File: config.mk
export PLATFORM = sky130hd
export DESIGN_NAME = sfs_supervisor
export DESIGN_NICKNAME = d
export VERILOG_FILES = /design/src/include/sfs_pkg.sv /design/src/verilog/sfs_sync.sv /design/src/verilog/sfs_supervisor.sv
export SDC_FILE = /design/constraint.sdc
export NUM_CORES = 1
export LEC_CHECK = 0
export ABC_AREA = 1
export BUFFER_PORTS_ARGS = -buffer_cell sky130_fd_sc_hd__buf_4
export CAP_MARGIN = 20
export CORE_ASPECT_RATIO = 1.5
export CORE_UTILIZATION = 50
export CTS_CLUSTER_DIAMETER = 30
export DETAILED_ROUTE_END_ITERATION = 8
export GPL_TIMING_DRIVEN = 0
export PLACE_DENSITY = 0.78
export SLEW_MARGIN = 20
export SYNTH_ARGS = -nofsm -noshare
export SYNTH_HDL_FRONTEND = slang
export SYNTH_SLANG_ARGS = --single-unit
File: constraint.sdc
create_clock -name CLK_SYS -period 1.5 [get_ports CLK_SYS]
set_input_delay 0.3 -clock CLK_SYS [delete_from_list [all_inputs] [get_ports CLK_SYS]]
set_output_delay 0.3 -clock CLK_SYS [all_outputs]
set_load 0.02 [all_outputs]
File: src/include/sfs_pkg.sv
// Purpose: constants and types for the system fault supervisor
// Assumes: 125 MHz system clock
// Notes:   register offsets are byte addresses on a 32-bit bus
package sfs_pkg;
   localparam int unsigned CLK_MHZ          = 125;
   localparam int unsigned UV_FILTER_NS     = 20000;
   // at least the filter time: round up
   localparam int unsigned UV_FILTER_CYC    = (UV_FILTER_NS * CLK_MHZ + 999) / 1000;
   localparam int unsigned UV_CNT_W         = 12;
   localparam logic [UV_CNT_W-1:0] UV_CNT_MAX = UV_CNT_W'(UV_FILTER_CYC);

   localparam logic [3:0] ADDR_STATUS    = 4'h0;
   localparam logic [3:0] ADDR_IRQ       = 4'h4;
   localparam logic [3:0] ADDR_MASK      = 4'h8;
   localparam logic [3:0] ADDR_CTRL      = 4'hc;

   localparam int unsigned EV_W          = 5;
   localparam int unsigned EV_WARN1      = 0;
   localparam int unsigned EV_WARN2      = 1;
   localparam int unsigned EV_UV         = 2;
   localparam int unsigned EV_IO         = 3;
   localparam int unsigned EV_THERM      = 4;
   localparam logic [EV_W-1:0] MASK_RST  = 5'h1f;
   localparam logic [3:0]  OUT_EN_RST    = 4'h0;
   // edges after reset release until both synchroniser stages hold pin levels
   localparam logic [1:0]  SYNC_FILL_CYC = 2'h2;

   typedef enum logic [2:0] {
      SFS_FOUR       = 3'b000,
      SFS_THREE_ONE  = 3'b001,
      SFS_TWO_TWO    = 3'b010,
      SFS_TWO_ONE_ONE= 3'b011,
      SFS_ALL_SINGLE = 3'b100
   } sfs_phase_e;

   typedef struct packed {
      logic supply_low;
      logic supply_above_rise;
      logic io_ok;
      logic temp_shdn;
      logic temp_recovered;
      logic warn1;
      logic warn2;
      logic general_input_one;
   } sfs_ind_s;
endpackage

File: src/verilog/sfs_sync.sv
// Purpose: two-flop synchroniser for a vector of pin levels
// Assumes: inputs asynchronous to clk
// Notes:   first stage feeds only the second
`timescale 1ns/100ps
module sfs_sync #(
   parameter int unsigned W = 8
) (
   input  wire logic         clk,
   input  wire logic         rst,
   input  wire logic [W-1:0] d,
   output logic      [W-1:0] q
);
   logic [W-1:0] meta_reg;
   logic [W-1:0] meta_next;
   logic [W-1:0] q_next;

   always_comb begin
      meta_next = d;
      q_next    = meta_reg;
   end

   always_ff @(posedge clk) begin
      if (rst) begin
         meta_reg <= '0;
         q        <= '0;
      end else begin
         meta_reg <= meta_next;
         q        <= q_next;
      end
   end
endmodule

File: src/verilog/sfs_supervisor.sv
// Purpose: system fault supervisor with Avalon-MM registers
// Assumes: comparator indications arrive as asynchronous levels
// Notes:   RST stands for power-on reset
// Operation
// latch phase select pins once at reset
// low top bit: decode lower two bits
// high top bit: four single outputs
// supply low over 20us forces shutdown
// undervoltage recovery when above rising limit
// host keeps falling limit below rising
// io supply loss shuts down until ok
// overtemp turns outputs off, resets registers
// serial access alive during thermal shutdown
// thermal recovery on recovery indication
// two warning comparators raise interrupts
// general input one active high
// every shutdown resets off-reset registers
// interrupts on condition edges only
// synchronise all comparator indications
`timescale 1ns/100ps
module sfs_supervisor
   import sfs_pkg::*;
(
   input  wire logic        CLK_SYS,
   input  wire logic        RST,
   input  wire logic        PHASE_SELECT_BIT0,
   input  wire logic        PHASE_SELECT_BIT1,
   input  wire logic        PHASE_SELECT_BIT2,
   input  wire logic        SUPPLY_LOW,
   input  wire logic        SUPPLY_ABOVE_RISE,
   input  wire logic        IO_SUPPLY_OK,
   input  wire logic        TEMP_SHDN,
   input  wire logic        TEMP_RECOVERED,
   input  wire logic        TEMP_WARN1,
   input  wire logic        TEMP_WARN2,
   input  wire logic        GENERAL_INPUT_ONE,
   input  wire logic [3:0]  AVS_ADDRESS,
   input  wire logic        AVS_READ,
   input  wire logic        AVS_WRITE,
   input  wire logic [31:0] AVS_WRITEDATA,
   output logic      [31:0] AVS_READDATA,
   output logic             AVS_WAITREQUEST,
   output logic      [2:0]  PHASE_MODE,
   output logic      [3:0]  OUTPUT_ENABLE,
   output logic             SHUTDOWN,
   output logic             OFF_RESET,
   output logic             SERIAL_ALIVE,
   output logic             GENERAL_INPUT_ACTIVE,
   output logic             IRQ
);
   // synchronised indications
   sfs_ind_s ind_raw;
   sfs_ind_s ind;

   always_comb begin
      ind_raw.supply_low        = SUPPLY_LOW;
      ind_raw.supply_above_rise = SUPPLY_ABOVE_RISE;
      ind_raw.io_ok             = IO_SUPPLY_OK;
      ind_raw.temp_shdn         = TEMP_SHDN;
      ind_raw.temp_recovered    = TEMP_RECOVERED;
      ind_raw.warn1             = TEMP_WARN1;
      ind_raw.warn2             = TEMP_WARN2;
      ind_raw.general_input_one = GENERAL_INPUT_ONE;
   end

   // two-flop synchronisers
   sfs_sync #(
      .W ($bits(sfs_ind_s))
   ) u_sync (
      .clk (CLK_SYS),
      .rst (RST),
      .d   (ind_raw),
      .q   (ind)
   );

   logic [2:0] sel_sync;
   sfs_sync #(
      .W (3)
   ) u_sel_sync (
      .clk (CLK_SYS),
      .rst (RST),
      .d   ({PHASE_SELECT_BIT2, PHASE_SELECT_BIT1, PHASE_SELECT_BIT0}),
      .q   (sel_sync)
   );

   // phase select capture after reset release
   logic [2:0] sel_reg;
   logic [2:0] sel_next;
   logic [1:0] cap_cnt_reg;
   logic [1:0] cap_cnt_next;
   logic       captured_reg;
   logic       captured_next;

   always_comb begin
      sel_next      = sel_reg;
      cap_cnt_next  = cap_cnt_reg;
      captured_next = captured_reg;
      if (!captured_reg) begin
         // wait for synchroniser to fill
         if (cap_cnt_reg == SYNC_FILL_CYC) begin
            // capture once
            sel_next      = sel_sync;
            captured_next = 1'b1;
         end else begin
            cap_cnt_next = cap_cnt_reg + 2'h1;
         end
      end
   end

   always_ff @(posedge CLK_SYS) begin
      if (RST) begin
         sel_reg      <= 3'h0;
         cap_cnt_reg  <= 2'h0;
         captured_reg <= 1'b0;
      end else begin
         sel_reg      <= sel_next;
         cap_cnt_reg  <= cap_cnt_next;
         captured_reg <= captured_next;
      end
   end

   // reset zeros in the synchronisers are no pin levels; ok-type inputs idle high
   logic sync_full;
   assign sync_full = (cap_cnt_reg == SYNC_FILL_CYC);

   // phase decode
   sfs_phase_e mode_reg;
   sfs_phase_e mode_next;

   always_comb begin
      if (sel_reg[2]) begin
         // lower bits ignored
         mode_next = SFS_ALL_SINGLE;
      end else begin
         // two-bit decode
         case (sel_reg[1:0])
            2'b00:   mode_next = SFS_FOUR;
            2'b01:   mode_next = SFS_THREE_ONE;
            2'b10:   mode_next = SFS_TWO_TWO;
            2'b11:   mode_next = SFS_TWO_ONE_ONE;
            default: mode_next = SFS_FOUR;
         endcase
      end
   end

   always_ff @(posedge CLK_SYS) begin
      if (RST) begin
         mode_reg <= SFS_FOUR;
      end else begin
         mode_reg <= mode_next;
      end
   end

   // fault state
   logic [UV_CNT_W-1:0] uv_cnt_reg;
   logic [UV_CNT_W-1:0] uv_cnt_next;
   logic                uv_fault_reg;
   logic                uv_fault_next;
   logic                io_fault_reg;
   logic                io_fault_next;
   logic                th_fault_reg;
   logic                th_fault_next;
   logic                uv_trip;
   logic                io_trip;
   logic                th_trip;
   logic                shutdown_reg;
   logic                shutdown_next;

   always_comb begin
      uv_cnt_next   = uv_cnt_reg;
      uv_fault_next = uv_fault_reg;
      io_fault_next = io_fault_reg;
      th_fault_next = th_fault_reg;
      // filter short dips
      if (!ind.supply_low) begin
         uv_cnt_next = '0;
      end else if (uv_cnt_reg != UV_CNT_MAX) begin
         uv_cnt_next = uv_cnt_reg + UV_CNT_W'(1);
      end
      uv_trip = ind.supply_low && (uv_cnt_reg == UV_CNT_MAX) && !uv_fault_reg;
      if (uv_trip) begin
         uv_fault_next = 1'b1;
      end else if (uv_fault_reg && ind.supply_above_rise && !ind.supply_low) begin
         // leave dormant state
         uv_fault_next = 1'b0;
      end
      // io supply fault
      io_trip = sync_full && !ind.io_ok && !io_fault_reg;
      if (sync_full && !ind.io_ok) begin
         io_fault_next = 1'b1;
      end else begin
         io_fault_next = 1'b0;
      end
      // thermal trip, R10 recovery
      th_trip = ind.temp_shdn && !th_fault_reg;
      if (ind.temp_shdn) begin
         th_fault_next = 1'b1;
      end else if (th_fault_reg && ind.temp_recovered) begin
         th_fault_next = 1'b0;
      end
      shutdown_next = uv_fault_next || io_fault_next || th_fault_next;
   end

   always_ff @(posedge CLK_SYS) begin
      if (RST) begin
         uv_cnt_reg   <= '0;
         uv_fault_reg <= 1'b0;
         io_fault_reg <= 1'b0;
         th_fault_reg <= 1'b0;
         shutdown_reg <= 1'b0;
      end else begin
         uv_cnt_reg   <= uv_cnt_next;
         uv_fault_reg <= uv_fault_next;
         io_fault_reg <= io_fault_next;
         th_fault_reg <= th_fault_next;
         shutdown_reg <= shutdown_next;
      end
   end

   logic shutdown;
   logic off_reset;
   // any fault shuts down
   assign shutdown  = shutdown_reg;
   assign off_reset = shutdown;

   // warning edge detect
   logic            w1_d_reg;
   logic            w1_d_next;
   logic            w2_d_reg;
   logic            w2_d_next;
   logic [EV_W-1:0] ev;

   always_comb begin
      w1_d_next = ind.warn1;
      w2_d_next = ind.warn2;
   end

   always_ff @(posedge CLK_SYS) begin
      if (RST) begin
         w1_d_reg <= 1'b0;
         w2_d_reg <= 1'b0;
      end else begin
         w1_d_reg <= w1_d_next;
         w2_d_reg <= w2_d_next;
      end
   end

   // rising edges only
   always_comb begin
      ev           = '0;
      ev[EV_WARN1] = ind.warn1 && !w1_d_reg;
      ev[EV_WARN2] = ind.warn2 && !w2_d_reg;
      ev[EV_UV]    = uv_trip;
      ev[EV_IO]    = io_trip;
      ev[EV_THERM] = th_trip;
   end

   // register file
   logic [EV_W-1:0]  irq_reg;
   logic [EV_W-1:0]  irq_next;
   logic [EV_W-1:0]  mask_reg;
   logic [EV_W-1:0]  mask_next;
   logic [3:0]       oen_reg;
   logic [3:0]       oen_next;
   logic [3:0]       oe_out_reg;
   logic [3:0]       oe_out_next;
   logic             irq_out_reg;
   logic             irq_out_next;
   logic [31:0]      rdata_reg;
   logic [31:0]      rdata_next;
   logic             ack_reg;
   logic             ack_next;
   logic             req;
   logic             rd_take;
   logic             wr_take;
   logic             bus_ok;

   // bus serviced while supplies valid
   assign bus_ok  = !uv_fault_reg && !io_fault_reg;
   assign req     = AVS_READ || AVS_WRITE;
   assign rd_take = AVS_READ && ack_reg;
   assign wr_take = AVS_WRITE && ack_reg;

   always_comb begin
      ack_next   = req && !ack_reg && bus_ok;
      rdata_next = rdata_reg;
      irq_next   = irq_reg;
      mask_next  = mask_reg;
      oen_next   = oen_reg;
      if (AVS_READ && !ack_reg && bus_ok) begin
         case (AVS_ADDRESS)
            ADDR_STATUS: rdata_next = {24'h0, ind.general_input_one, sel_reg,
                                       th_fault_reg, io_fault_reg, uv_fault_reg, shutdown};
            ADDR_IRQ:    rdata_next = {27'h0, irq_reg};
            ADDR_MASK:   rdata_next = {27'h0, mask_reg};
            ADDR_CTRL:   rdata_next = {25'h0, mode_reg, oen_reg};
            default:     rdata_next = 32'h0;
         endcase
      end
      // clear only the bits the read returned, a later event survives
      if (rd_take && AVS_ADDRESS == ADDR_IRQ) begin
         irq_next = irq_reg & ~rdata_reg[EV_W-1:0];
      end
      if (wr_take && AVS_ADDRESS == ADDR_MASK) begin
         mask_next = AVS_WRITEDATA[EV_W-1:0];
      end
      if (wr_take && AVS_ADDRESS == ADDR_CTRL) begin
         oen_next = AVS_WRITEDATA[3:0];
      end
      // off-reset class back to defaults
      if (off_reset) begin
         mask_next = MASK_RST;
         oen_next  = OUT_EN_RST;
      end
      // set wins over clear
      irq_next = irq_next | ev;
      // output flops loaded from next state, same timing as the state
      oe_out_next  = shutdown_next ? OUT_EN_RST : oen_next;
      irq_out_next = |(irq_next & ~mask_next);
   end

   always_ff @(posedge CLK_SYS) begin
      if (RST) begin
         irq_reg   <= '0;
         mask_reg  <= MASK_RST;
         oen_reg   <= OUT_EN_RST;
         rdata_reg <= 32'h0;
         ack_reg   <= 1'b0;
         oe_out_reg  <= OUT_EN_RST;
         irq_out_reg <= 1'b0;
      end else begin
         irq_reg   <= irq_next;
         mask_reg  <= mask_next;
         oen_reg   <= oen_next;
         rdata_reg <= rdata_next;
         ack_reg   <= ack_next;
         oe_out_reg  <= oe_out_next;
         irq_out_reg <= irq_out_next;
      end
   end

   // active high input
   assign GENERAL_INPUT_ACTIVE = ind.general_input_one;
   assign AVS_READDATA         = rdata_reg;
   assign AVS_WAITREQUEST      = req && !ack_reg;
   assign PHASE_MODE           = mode_reg;
   // outputs forced off
   assign OUTPUT_ENABLE        = oe_out_reg;
   assign SHUTDOWN             = shutdown;
   assign OFF_RESET            = off_reset;
   assign SERIAL_ALIVE         = bus_ok;
   assign IRQ                  = irq_out_reg;
endmodule

==> metrics.md, run 1 <==
| Metric | Value |
|---|---|
| Port buffer count | 44 |
| Core Region | between 0.006 and 0.007 mm^2 |
| Critical path type | reg2out |
| Post-Syn Area | between 0.003 and 0.004 mm^2 |
| Crit path max fanout | 8 |
| Final setup TNS | 0 ps |
| Nets | between 500 and 600 |
| Slew HR | 0.615 |
| Pre-CTS WS | -257 ps |
| Hold slack | about 150 ps |
| Drt drc | 0 |
| Final Wtd Congestion | between 0.8 and 0.9 |
| Initial DRC count | about 130 |
| Diode count | 0 |
| Clock skew | 7.72 ps |
| Multi-input gate area | 0.00129 mm^2 |
| Vias in the first global route | between 2,000 and 3,000 |
| Avg Cell Area, Syn | about 7.4 um^2 |
| Finished Layout Cells | 591 |
| YS warnings | 0 |
| Initial Util | 0.519 |
| Routed vias/inst | 4.70 |
| Max-cap violations | 0 |
| Leakage power | 0.00187 uW |
| Dpl cells | approximately 580 |
| Maximum VDD drop | 0.698 mV |
| Die height | around 100 um |
| First-pass GRT wire length | approximately 11,000 um |
| Worst setup margin | about 76 ps |
| Sequential area share after synthesis | 0.481 |
| Hold-fix buffers at CTS | 0 |
| Arr. time, crit path | around 1100 ps |
| Gr ovfl total | 0 |
| Fin. max-slew vios | 0 |
| Startpoint types | flop |
| Most common cell after layout, fill and taps aside | nand2_1 |
| Final Hold Viols | 0 |
| Sequential cell area | about 0.0015 mm^2 |
| Total routed wirelength | 6770 um |
| Number of clock sinks | between 70 and 80 |
| Fin crit share | 0.949 |
| Row cnt | 35 |
| # fillers | roughly 550 |
| HPWL after DPL | 5090 um |
| Mapped Cells | about 430 |
| # IOs | 96 |
| Fmax | approximately 700 MHz |
| Cell Area, Placed | 0.00371 mm^2 |
| Status | completed |
| H-Tree Depth | 3 |
| CP Capture Type | output pin |
| Data required time at the worst endpoint | ~1200 ps |
| Layout cells sized above 1 | 0.222 |
| First-pass DRT Iterations | 4 |
| Synth Register Bits | 77 |
| Most frequent cells in the layout | nand2_1, dfxtp_1, inv_1 |
| Die footprint | roughly 0.0067 mm^2 |
| Worst hold path class | in2reg |
| Min Tclk post-route | 1420 ps |
| Final Setup Violations | 0 |
| # Post-CTS Setup Buffers | 0 |
| CTS tree | done |
| Cts bufs inserted | 9 |
| Cell variety after synth | 29 |
| Final instance area | 0.00395 mm^2 |
| Power per Cell Area | approximately 1100 mW/mm^2 |
| DIE WIDTH | roughly 67 um |
| Slew @ Worst Pin | slightly below 600 ps |
| All-Layer GR Usage | 0.217 |
| Final antenna-violating net count | 0 |
| Clock root cell | clkbuf_8 |
| Antenna violations before repair | 0 |
| Vias | between 2,000 and 3,000 |
| Largest net degree at the start of global routing | 13 |
| Worst-case clock buffer depth | 2 |
| Synth-to-layout area growth | 23.3% |
| WL/cell | between 10 and 15 um |
| Clock slew at reported path FFs | roughly 80 ps |
| Clk_lat worst skew | 340 ps |
| Largest register FFs | 12 |
synthesized netlist by cell type:
cell type / instances / area, um^2
dfxtp_1: 77 / 1540
or2_0: 2 / 12.5
buf_4: 25 / 188
a211oi_1: 2 / 15.0
or2_2: 2 / 12.5
nand3_4: 1 / 17.5
nor3_1: 5 / 25.0
o21ai_1: 4 / 20.0
nor2_4: 2 / 22.5
conb_1: 1 / 3.75
nand4_1: 8 / 50.1
nand2_1: 82 / 308
inv_2: 5 / 18.8
nor4_1: 1 / 6.26
buf_1: 2 / 7.51
nor2_1: 61 / 229
nand2_2: 1 / 6.26
nand3_2: 1 / 10.0
o21ai_0: 23 / 115
nor3_2: 3 / 30.0
clkbuf_1: 4 / 15.0
nand3_1: 12 / 60.1
inv_1: 74 / 278
o211ai_1: 1 / 7.51
a21oi_1: 28 / 140
nor2_2: 2 / 12.5
ha_1: 3 / 37.5
a31oi_1: 1 / 6.26
o21a_1: 1 / 7.51
critical path: stages (launching register included):
cell and delay, ps:
dfxtp_1 490, buf_4 160, buf_4 130
through the flow:
stage                     utilization  total power, uW
after global placement          0.601             2930
final                           0.640             4340
after CTS                       0.631             4360
after detailed placement        0.601             2960
after floorplan                     -             2730
after global routing            0.640             4540
metal layers:
layer	routed length [um]	track usage	up-vias
met4	231	0.134	0
met2	3560	0.390	92
met1	2610	0.208	1223
li1	-	-	1445
met5	0	0	-
met3	360	0.0636	19
kinds of logic (layout without fill, tap and decap cells):
kind of cell / after synthesis / after routing / synth area share
buffers and inverters: 110 / 170 / 0.158
AOI/OAI and AO/OA: 60 / 60 / 0.0973
DFF: 77 / 77 / 0.481
and+or+nand+nor: 183 / 183 / 0.250
other: 1 / 24 / 0.00117
adders and majority gates: 3 / 3 / 0.0117
final timing paths:
| check | slack, ps | cells past startpoint | endpoint | from |
|---|---|---|---|---|
| setup / recovery | 80 | 2 | SHUTDOWN | OFF_RESET |
| hold / removal | 150 | 3 | u_sync.meta_reg[1] | TEMP_WARN2 |
| setup reg to reg | 120 | 5 | AVS_READDATA[2] | uv_fault_reg |
| hold reg to reg | 400 | 2 | u_sync.q[3] | u_sync.meta_reg[3] |
report_power, final:
part | internal, uW | switching (uW) | leakage [uW] | total [uW]
clock network | 690 | 715 | 0.0000857 | 1400
logic | 256 | 422 | 0.00115 | 678
registers | 2180 | 75.8 | 0.000630 | 2250
cell type report:
cell class                 instances  share of cell area
sequential                        77               0.392
multi-input combinational        270               0.327
timing repair buffer              44              0.0836
inverter                          79              0.0751
buffer                            31              0.0532
clock buffer                      13              0.0402
tap                               74              0.0234
clock inverter                     3             0.00507
timing repair:
item | 4_1_cts | 5_1_grt
endpoints found under the setup margin | 4 | 19
gates resized for setup | 2 | 18
pin swaps | 0 | 1
Power figures use the tool's default switching activity.
==> run 2: changes to the inputs <==
--- a/config.mk
+++ b/config.mk
@@ -8,12 +8,14 @@
 export ABC_AREA = 1
 export BUFFER_PORTS_ARGS = -buffer_cell sky130_fd_sc_hd__buf_4
 export CAP_MARGIN = 20
+export CELL_PAD_IN_SITES_DETAIL_PLACEMENT = 2
+export CELL_PAD_IN_SITES_GLOBAL_PLACEMENT = 2
 export CORE_ASPECT_RATIO = 1.5
-export CORE_UTILIZATION = 50
+export CORE_UTILIZATION = 28
 export CTS_CLUSTER_DIAMETER = 30
 export DETAILED_ROUTE_END_ITERATION = 8
 export GPL_TIMING_DRIVEN = 0
-export PLACE_DENSITY = 0.78
+export PLACE_DENSITY_LB_ADDON = 0.1
 export SLEW_MARGIN = 20
 export SYNTH_ARGS = -nofsm -noshare
 export SYNTH_HDL_FRONTEND = slang
==> run 2 against run 1 <==
Against the previous run: clock skew decreased by 2.6 ps; cell count is 13% higher; first-iteration DRC count is 56% lower; largest cell class unchanged; critical endpoint unchanged.
==> metrics.md, run 2 (synthesis gave the netlist of run 1 again) <==
| Metric | Value |
|---|---|
| Power per Cell Area | 1260 mW/mm^2 (was 1100 mW/mm^2) |
| Critical path type | reg2out (unchanged) |
| Most frequent CP cell | buf_4 (unchanged) |
| Final Wtd Congestion | 0.764 (was 0.854) |
| Layout cells sized above 1 | 0.256 (was 0.222) |
| Largest net degree at the start of global routing | 15 (was 13) |
| Clock root cell | clkbuf_16 (was clkbuf_8) |
| Worst hold path class | in2reg (unchanged) |
| Final Hold Viols | 0 (unchanged) |
| Initial Util | 0.288 (was 0.519) |
| Data required time at the worst endpoint | 1200 ps (about the same) |
| Sequential cell area | 0.00155 mm^2 (about the same) |
| CP max stage cell | dfxtp_1 (unchanged) |
| Clock slew at reported path FFs | 60 ps (was 80 ps) |
| Total power | 5350 uW (was 4340 uW) |
| Post-layout util | 0.384 (was 0.640) |
| Gr ovfl total | 0 (unchanged) |
| Slew HR | 0.577 (was 0.615) |
| Most common cell after layout, fill and taps aside | nand2_1 (unchanged) |
| H-Tree Depth | 3 (unchanged) |
| Total routed wirelength | 9300 um (was 6770 um) |
| Finished Layout Cells | 670 (was 591) |
| Cts bufs inserted | 9 (unchanged) |
| Fmax | 705 MHz (was 702 MHz) |
| Final antenna-violating net count | 0 (unchanged) |
| Worst-case clock buffer depth | 2 (unchanged) |
| HPWL after DPL | 6970 um (was 5090 um) |
| Clock skew | 5.17 ps (was 7.72 ps) |
| Pre-CTS WS | -356 ps (was -257 ps) |
| Die footprint | 0.0119 mm^2 (was 0.00674 mm^2) |
| Fin. max-slew vios | 0 (unchanged) |
| Routed vias/inst | 4.40 (was 4.70) |
| RSZ-0062 raised after global routing | true |
| Comb pwr share | 0.137 (was 0.156) |
| Maximum VDD drop | 0.457 mV (was 0.698 mV) |
| Crit path max fanout | 8 (unchanged) |
| Buf+Inv Stages, Crit Path | 2 (unchanged) |
| Core Region | 0.0111 mm^2 (was 0.00617 mm^2) |
| Max-cap violations | 0 (unchanged) |
| All-Layer GR Usage | 0.168 (was 0.217) |
| Die height | 133 um (was 100 um) |
| Clock network power share | 0.440 (was 0.324) |
| Worst setup margin | 80.8 ps (was 75.9 ps) |
| Initial DRC count | 58 (was 132) |
| DIE WIDTH | 89.3 um (was 67.4 um) |
| Port buffer count | 44 (unchanged) |
| Status | completed (unchanged) |
| Number of clock sinks | 77 (unchanged) |
| Row cnt | 47 (was 35) |
| Vias in the first global route | 3,081 (was 2,619) |
| Dpl cells | 648 (was 575) |
| Sw Share | 0.268 (was 0.280) |
| Final Setup Violations | 0 (unchanged) |
| # IOs | 96 (unchanged) |
| Startpoint types | flop (unchanged) |
| Largest register FFs | 12 (unchanged) |
| Diode count | 0 (unchanged) |
| CP Capture Type | output pin (unchanged) |
| Synth-to-layout area growth | 33.2% (was 23.3%) |
| P_int | 3920 uW (was 3120 uW) |
| Vias | 2,945 (was 2,779) |
| First-pass GRT wire length | 14,900 um (was 10,900 um) |
| Min Tclk post-route | 1420 ps (about the same) |
| Slew @ Worst Pin | 635 ps (was 577 ps) |
| CP cell instances | buf_4, buf_4 (unchanged) |
| Switching power | 1440 uW (was 1210 uW) |
| First-pass DRT Iterations | 4 (unchanged) |
| Multi-input gate area | 0.00133 mm^2 (was 0.00129 mm^2) |
| Hold-fix buffers at CTS | 0 (unchanged) |
| Clk_lat worst skew | 330 ps (was 340 ps) |
| CP peak stage delay | 500 ps (was 490 ps) |
| Fin crit share | 0.946 (was 0.949) |
| Nets | 572 (was 566) |
| Most frequent cells in the layout | nand2_1, buf_4, dfxtp_1 (was nand2_1, dfxtp_1, inv_1) |
| Leakage power | 0.00197 uW (was 0.00187 uW) |
| Drt drc | 0 (unchanged) |
| Antenna violations before repair | 0 (unchanged) |
| # fillers | 1,312 (was 548) |
| WL/cell | 13.9 um (was 11.5 um) |
| Arr. time, crit path | 1120 ps (about the same) |
| Sequential power share | 0.422 (was 0.520) |
| Delay-heaviest family, CP | flip-flops (unchanged) |
| CTS tree | done (unchanged) |
[run 2: cell count changes in the layout (fill, tap and decap cells not counted), sizes merged]
cell and delta:
buf +5, bufinv +2, clkbuf -4, clkinv +3, clkinvlp -2, inv +1
nand3 +1
[run 2: power groups by stage]
stage / logic (uW) / clock network, uW / registers [uW]
finish: 735 / 2360 / 2260
global route: 821 / 2520 / 2280
CTS: 711 / 2420 / 2270
detailed placement: 700 / 0 / 2300
global placement: 671 / 0 / 2300
floorplan: 420 / 0 / 2310
[run 2: path summary, 6_finish.rpt]
check	slack, ps	cells past startpoint	end	from
setup / recovery	80	2	SHUTDOWN	OFF_RESET
hold / removal	170	3	u_sync.meta_reg[6]	SUPPLY_ABOVE_RISE
setup reg to reg	90	10	IRQ	uv_cnt_reg[0]
hold reg to reg	410	2	u_sync.q[0]	u_sync.meta_reg[0]
[run 2: timing repair]
| item | in CTS | in global routing |
|---|---|---|
| buffers inserted | 0 | 5 |
| endpoints found under the setup margin | 13 | 21 |
| pin swaps | 0 | 4 |
| cloned | 0 | 1 |
| gates resized for setup | 11 | 23 |
[run 2: cell type report]
| type | count | area share |
|---|---|---|
| multi-input combinational | 271 | 0.312 |
| tap | 147 | 0.0431 |
| clock inverter | 7 | 0.0232 |
| inverter | 79 | 0.0695 |
| timing repair buffer | 49 | 0.0862 |
| clock buffer | 9 | 0.0528 |
| buffer | 31 | 0.0493 |
| sequential | 77 | 0.364 |
[run 2: worst min-delay path: cells and delay by family]
family        cells  cell delay [ps]
buf+inv           2              100
simple gates      1               70
[run 2: routing by layer]
metal  share of wire  wire [um]  track usage
met5               0          0            0
met4           0.025        232       0.0697
met3           0.031        289       0.0281
met2            0.56       5250        0.321
met1            0.38       3530        0.172
[run 2: metrics by stage]
stage / TNS [ps] / instance area (um^2) / hold slack (ps)
final: 0 / 4270 / 172
after global routing: -115 / 4270 / 172
after CTS: 0 / 4150 / 165
after detailed placement: -9950 / 3800 / 399
after global placement: -8130 / 3800 / 392
after floorplan: 0 / 3290 / 388
==> run 3: changes to the inputs <==
--- a/config.mk
+++ b/config.mk
@@ -14,9 +14,11 @@
 export CORE_UTILIZATION = 28
 export CTS_CLUSTER_DIAMETER = 30
 export DETAILED_ROUTE_END_ITERATION = 8
+export GPL_ROUTABILITY_DRIVEN = 0
 export GPL_TIMING_DRIVEN = 0
-export PLACE_DENSITY_LB_ADDON = 0.1
+export PLACE_DENSITY = 0.87
 export SLEW_MARGIN = 20
 export SYNTH_ARGS = -nofsm -noshare
 export SYNTH_HDL_FRONTEND = slang
+export SYNTH_HIERARCHICAL = 1
 export SYNTH_SLANG_ARGS = --single-unit
==> run 3 against run 2 <==
Against the previous run: the run now ends with setup timing left; synthesized cell count did not move; hold slack got worse by 4.7 ps; first-iteration DRC count rose by 31%; cell count rose by 0.30%; sequential power barely moved; flip-flop and latch count did not move; register-to-register slack got worse by 150 ps; critical path depth rose by 3; design area rose by 0.12%; power fell by 4.5%; critical endpoint is now uv_cnt_reg[11]; largest power group is now sequential cells.
==> metrics.md, run 3 <==
| Metric | Value |
|---|---|
| Diode count | 0 (unchanged) |
| Most common cell after layout, fill and taps aside | nand2_1 (unchanged) |
| Synth Register Bits | 77 (unchanged) |
| Total power | 5110 uW (was 5350 uW) |
| Core Region | 0.0111 mm^2 (unchanged) |
| Synth Area in Adders | 0.0117 (about the same) |
| Count leader, synth | nand2_1 (unchanged) |
| # fillers | 1,299 (was 1,312) |
| Die height | 133 um (about the same) |
| Final Hold Viols | 0 (unchanged) |
| Fmax | 641 MHz (was 705 MHz) |
| Final antenna-violating net count | 0 (unchanged) |
| Drt drc | 0 (unchanged) |
| Port buffer count | 44 (unchanged) |
| Number of synthesized flops with an enable pin | 0 (unchanged) |
| Final setup TNS | -61.2 ps (was 0 ps) |
| Met2 WL post-DR | 6390 um (was 5250 um) |
| Clock skew | 10.7 ps (was 5.17 ps) |
| CP cell instances | nand3_2, nor4_2, nand2_1, or2_2, a21oi_1 (was buf_4, buf_4) |
| Worst-case clock buffer depth | 2 (unchanged) |
| Sequential area share after synthesis | 0.480 (was 0.481) |
| Synth top area share | 0.480 (was 0.481) |
| CP max stage cell | dfxtp_1 (unchanged) |
| Initial DRC count | 76 (was 58) |
| Mapped Cells | 434 (unchanged) |
| Top cells by area, synth | dfxtp_1, nand2_1, inv_1 (unchanged) |
| RSZ-0062 raised after global routing | true (unchanged) |
| Delay-heaviest family, CP | simple AND/OR/NAND/NOR gates (was flip-flops) |
| Post-synthesis simple-gate area fraction | 0.261 (was 0.250) |
| Dpl cells | 648 (unchanged) |
| Largest family of logic cells by synthesized area | simple AND/OR/NAND/NOR gates (unchanged) |
| Hold-fix buffers at CTS | 0 (unchanged) |
| Worst setup margin | -61.2 ps (was 80.8 ps) |
| Violated checks | setup timing |
| Critical path type | reg2reg (was reg2out) |
| Total routed wirelength | 10,900 um (was 9300 um) |
| Nets | 574 (was 572) |
| Gr ovfl total | 0 (unchanged) |
| Antenna violations before repair | 0 (unchanged) |
| DR WL met3 | 296 um (was 289 um) |
| Fin. max-slew vios | 0 (unchanged) |
| Largest register FFs | 12 (unchanged) |
| Clk_lat worst skew | 350 ps (was 330 ps) |
| Arr. time, crit path | 1840 ps (was 1120 ps) |
| Vias in the first global route | 3,412 (was 3,081) |
| YS warnings | 6 (was 0) |
| Post-Syn Area | 0.00321 mm^2 (was 0.00320 mm^2) |
| Buf+Inv Stages, Crit Path | 0 (was 2) |
| Top layer in use | met4 (unchanged) |
| Xor/xnor share of the synthesized area | 0.00273 (was 0) |
| Row cnt | 47 (unchanged) |
| Yosys top cell by area | dfxtp_1 (unchanged) |
| Finished Layout Cells | 672 (was 670) |
| RR Endpoint | uv_cnt_reg[11] (was IRQ) |
| Max-cap violations | 0 (unchanged) |
| CP Capture Type | flop (was output pin) |
| Fin crit share | 1.04 (was 0.946) |
| Slew @ Worst Pin | 533 ps (was 635 ps) |
| # IOs | 96 (unchanged) |
| RR Startpoint | uv_cnt_reg[2] (was uv_cnt_reg[0]) |
| Min Tclk post-route | 1560 ps (was 1420 ps) |
| Power per Cell Area | 1200 mW/mm^2 (was 1260 mW/mm^2) |
| Hold slack | 167 ps (was 172 ps) |
| Cell variety after synth | 27 (was 29) |
| Crit path max fanout | 5 (was 8) |
| End of the critical path | uv_cnt_reg[11] (was SHUTDOWN) |
| Depth of the most critical reg-to-reg path | 5 (was 10) |
| Final Setup Violations | 1 (was 0) |
| Dominant synthesized flop cell | dfxtp_1 (unchanged) |
| Die footprint | 0.0119 mm^2 (about the same) |
| Layout cells sized above 1 | 0.274 (was 0.256) |
| HPWL after DPL | 7290 um (was 6970 um) |
| Status | finished with violations (was completed) |
| DIE WIDTH | 89.4 um (was 89.3 um) |
| Synth Area in Compound Gates | 0.0822 (was 0.0973) |
| Clock root cell | clkbuf_16 (unchanged) |
| CTS tree | done (unchanged) |
| Data required time at the worst endpoint | 1780 ps (was 1200 ps) |
| Post-layout util | 0.384 (about the same) |
| Cts bufs inserted | 9 (unchanged) |
| First-pass DRT Iterations | 4 (unchanged) |
| Vias | 3,037 (was 2,945) |
| Leakage power | 0.00199 uW (was 0.00197 uW) |
| Synth-to-layout area growth | 33.0% (was 33.2%) |
| Mux share of post-synthesis cell area | 0 (unchanged) |
| Critical Path Source | uv_cnt_reg[2] (was OFF_RESET) |
| Most frequent cells in the layout | nand2_1, buf_4, dfxtp_1 (unchanged) |
| Slew HR | 0.645 (was 0.577) |
| Routed vias/inst | 4.52 (was 4.40) |
| Met1 WL | 3750 um (was 3530 um) |
| All-Layer GR Usage | 0.193 (was 0.168) |
| First-pass GRT wire length | 16,900 um (was 14,900 um) |
| WP depth | 5 (was 2) |
| Worst hold path class | in2reg (unchanged) |
| Initial Util | 0.289 (was 0.288) |
| Synth cell count leaders | nand2_1, dfxtp_1, inv_1, nor2_1, a21oi_1 (unchanged) |
| WL/cell | 16.2 um (was 13.9 um) |
| CP peak stage delay | 420 ps (was 500 ps) |
| Ys async rst share | 0 (unchanged) |
| H-Tree Depth | 3 (unchanged) |
| Startpoint types | flop (unchanged) |
| Avg Cell Area, Syn | 7.40 um^2 (was 7.38 um^2) |
| Reg-to-reg slack, setup | -60 ps (was 90 ps) |
| Number of clock sinks | 77 (unchanged) |
| Largest net degree at the start of global routing | 15 (unchanged) |
| Maximum VDD drop | 0.505 mV (was 0.457 mV) |
| Clock slew at reported path FFs | 60 ps (about the same) |
## run 3: cell count changes in the layout (fill, tap and decap cells not counted), sizes merged, moves of 3 or more
cell	before	now
o21ai	27	16
nand2	83	94
a21oi	28	31
buf	76	81
nor3	8	11
nor2	65	61
inv	80	75
## run 3: cell type report
cell class              instances  area (um^2)  share of cell area
repair buffers                 52          390              0.0914
well taps                     147          184              0.0431
clock buffers                  10          229              0.0536
clock inverters                 6         47.5              0.0111
flip-flops and latches         77         1550               0.364
inverters                      73          279              0.0653
plain buffers                  33          245              0.0574
multi-input cells             274         1340               0.315
## run 3: stage by stage
stage	cell area (um^2)	setup WS, ps
finish	4270	-61.2
floorplan	3300	93.4
global placement	3810	-362
global route	4270	-84.6
CTS	4150	-108
detailed placement	3810	-460
## run 3: cell families (layout without fill, tap and decap cells)
kind of cell               Yosys count  count (layout)
and+or+nand+nor                    195             195
buffers and inverters              106             174
DFF                                 77              77
AOI/OAI and AO/OA                   51              51
adders and majority gates            3               3
other                                1              24
xor gates and xnor gates             1               1
## run 3: repair_timing
item	4_1_cts	5_1_grt
endpoints found under the setup margin	18	24
pin swaps	3	11
buffers inserted	2	6
gates resized for setup	16	30
## run 3: how the worst min path moves through the flow
stage,depth (start not counted),from,to
floorplan,1,RST,u_sel_sync/meta_reg[0]
global placement,2,u_sync/meta_reg[7],u_sync/q[7]
detailed placement,2,u_sel_sync/meta_reg[0],u_sel_sync/q[0]
CTS,3,TEMP_RECOVERED,u_sync/meta_reg[3]
global route,3,GENERAL_INPUT_ONE,u_sync/meta_reg[0]
finish,3,TEMP_RECOVERED,u_sync/meta_reg[3]
## run 3: layer usage
metal / up-vias / track usage
met2: 69 / 0.378
met4: 0 / 0.118
li1: 1463 / -
met5: - / 0
met1: 1478 / 0.178
met3: 27 / 0.0273
## run 3: worst reg2reg max path, cell delays in order, from the launching register on
cell and delay (ps):
dfxtp_1 420, nand3_2 160, nor4_2 300, nand2_1 170
or2_2 320, a21oi_1 120
## run 3: power by group
part / internal (uW) / switching [uW] / leakage [uW]
clock network: 1140 / 919 / 0.000133
logic: 296 / 500 / 0.00123
registers: 2180 / 84.7 / 0.000631
total: 3610 / 1500 / 0.00199
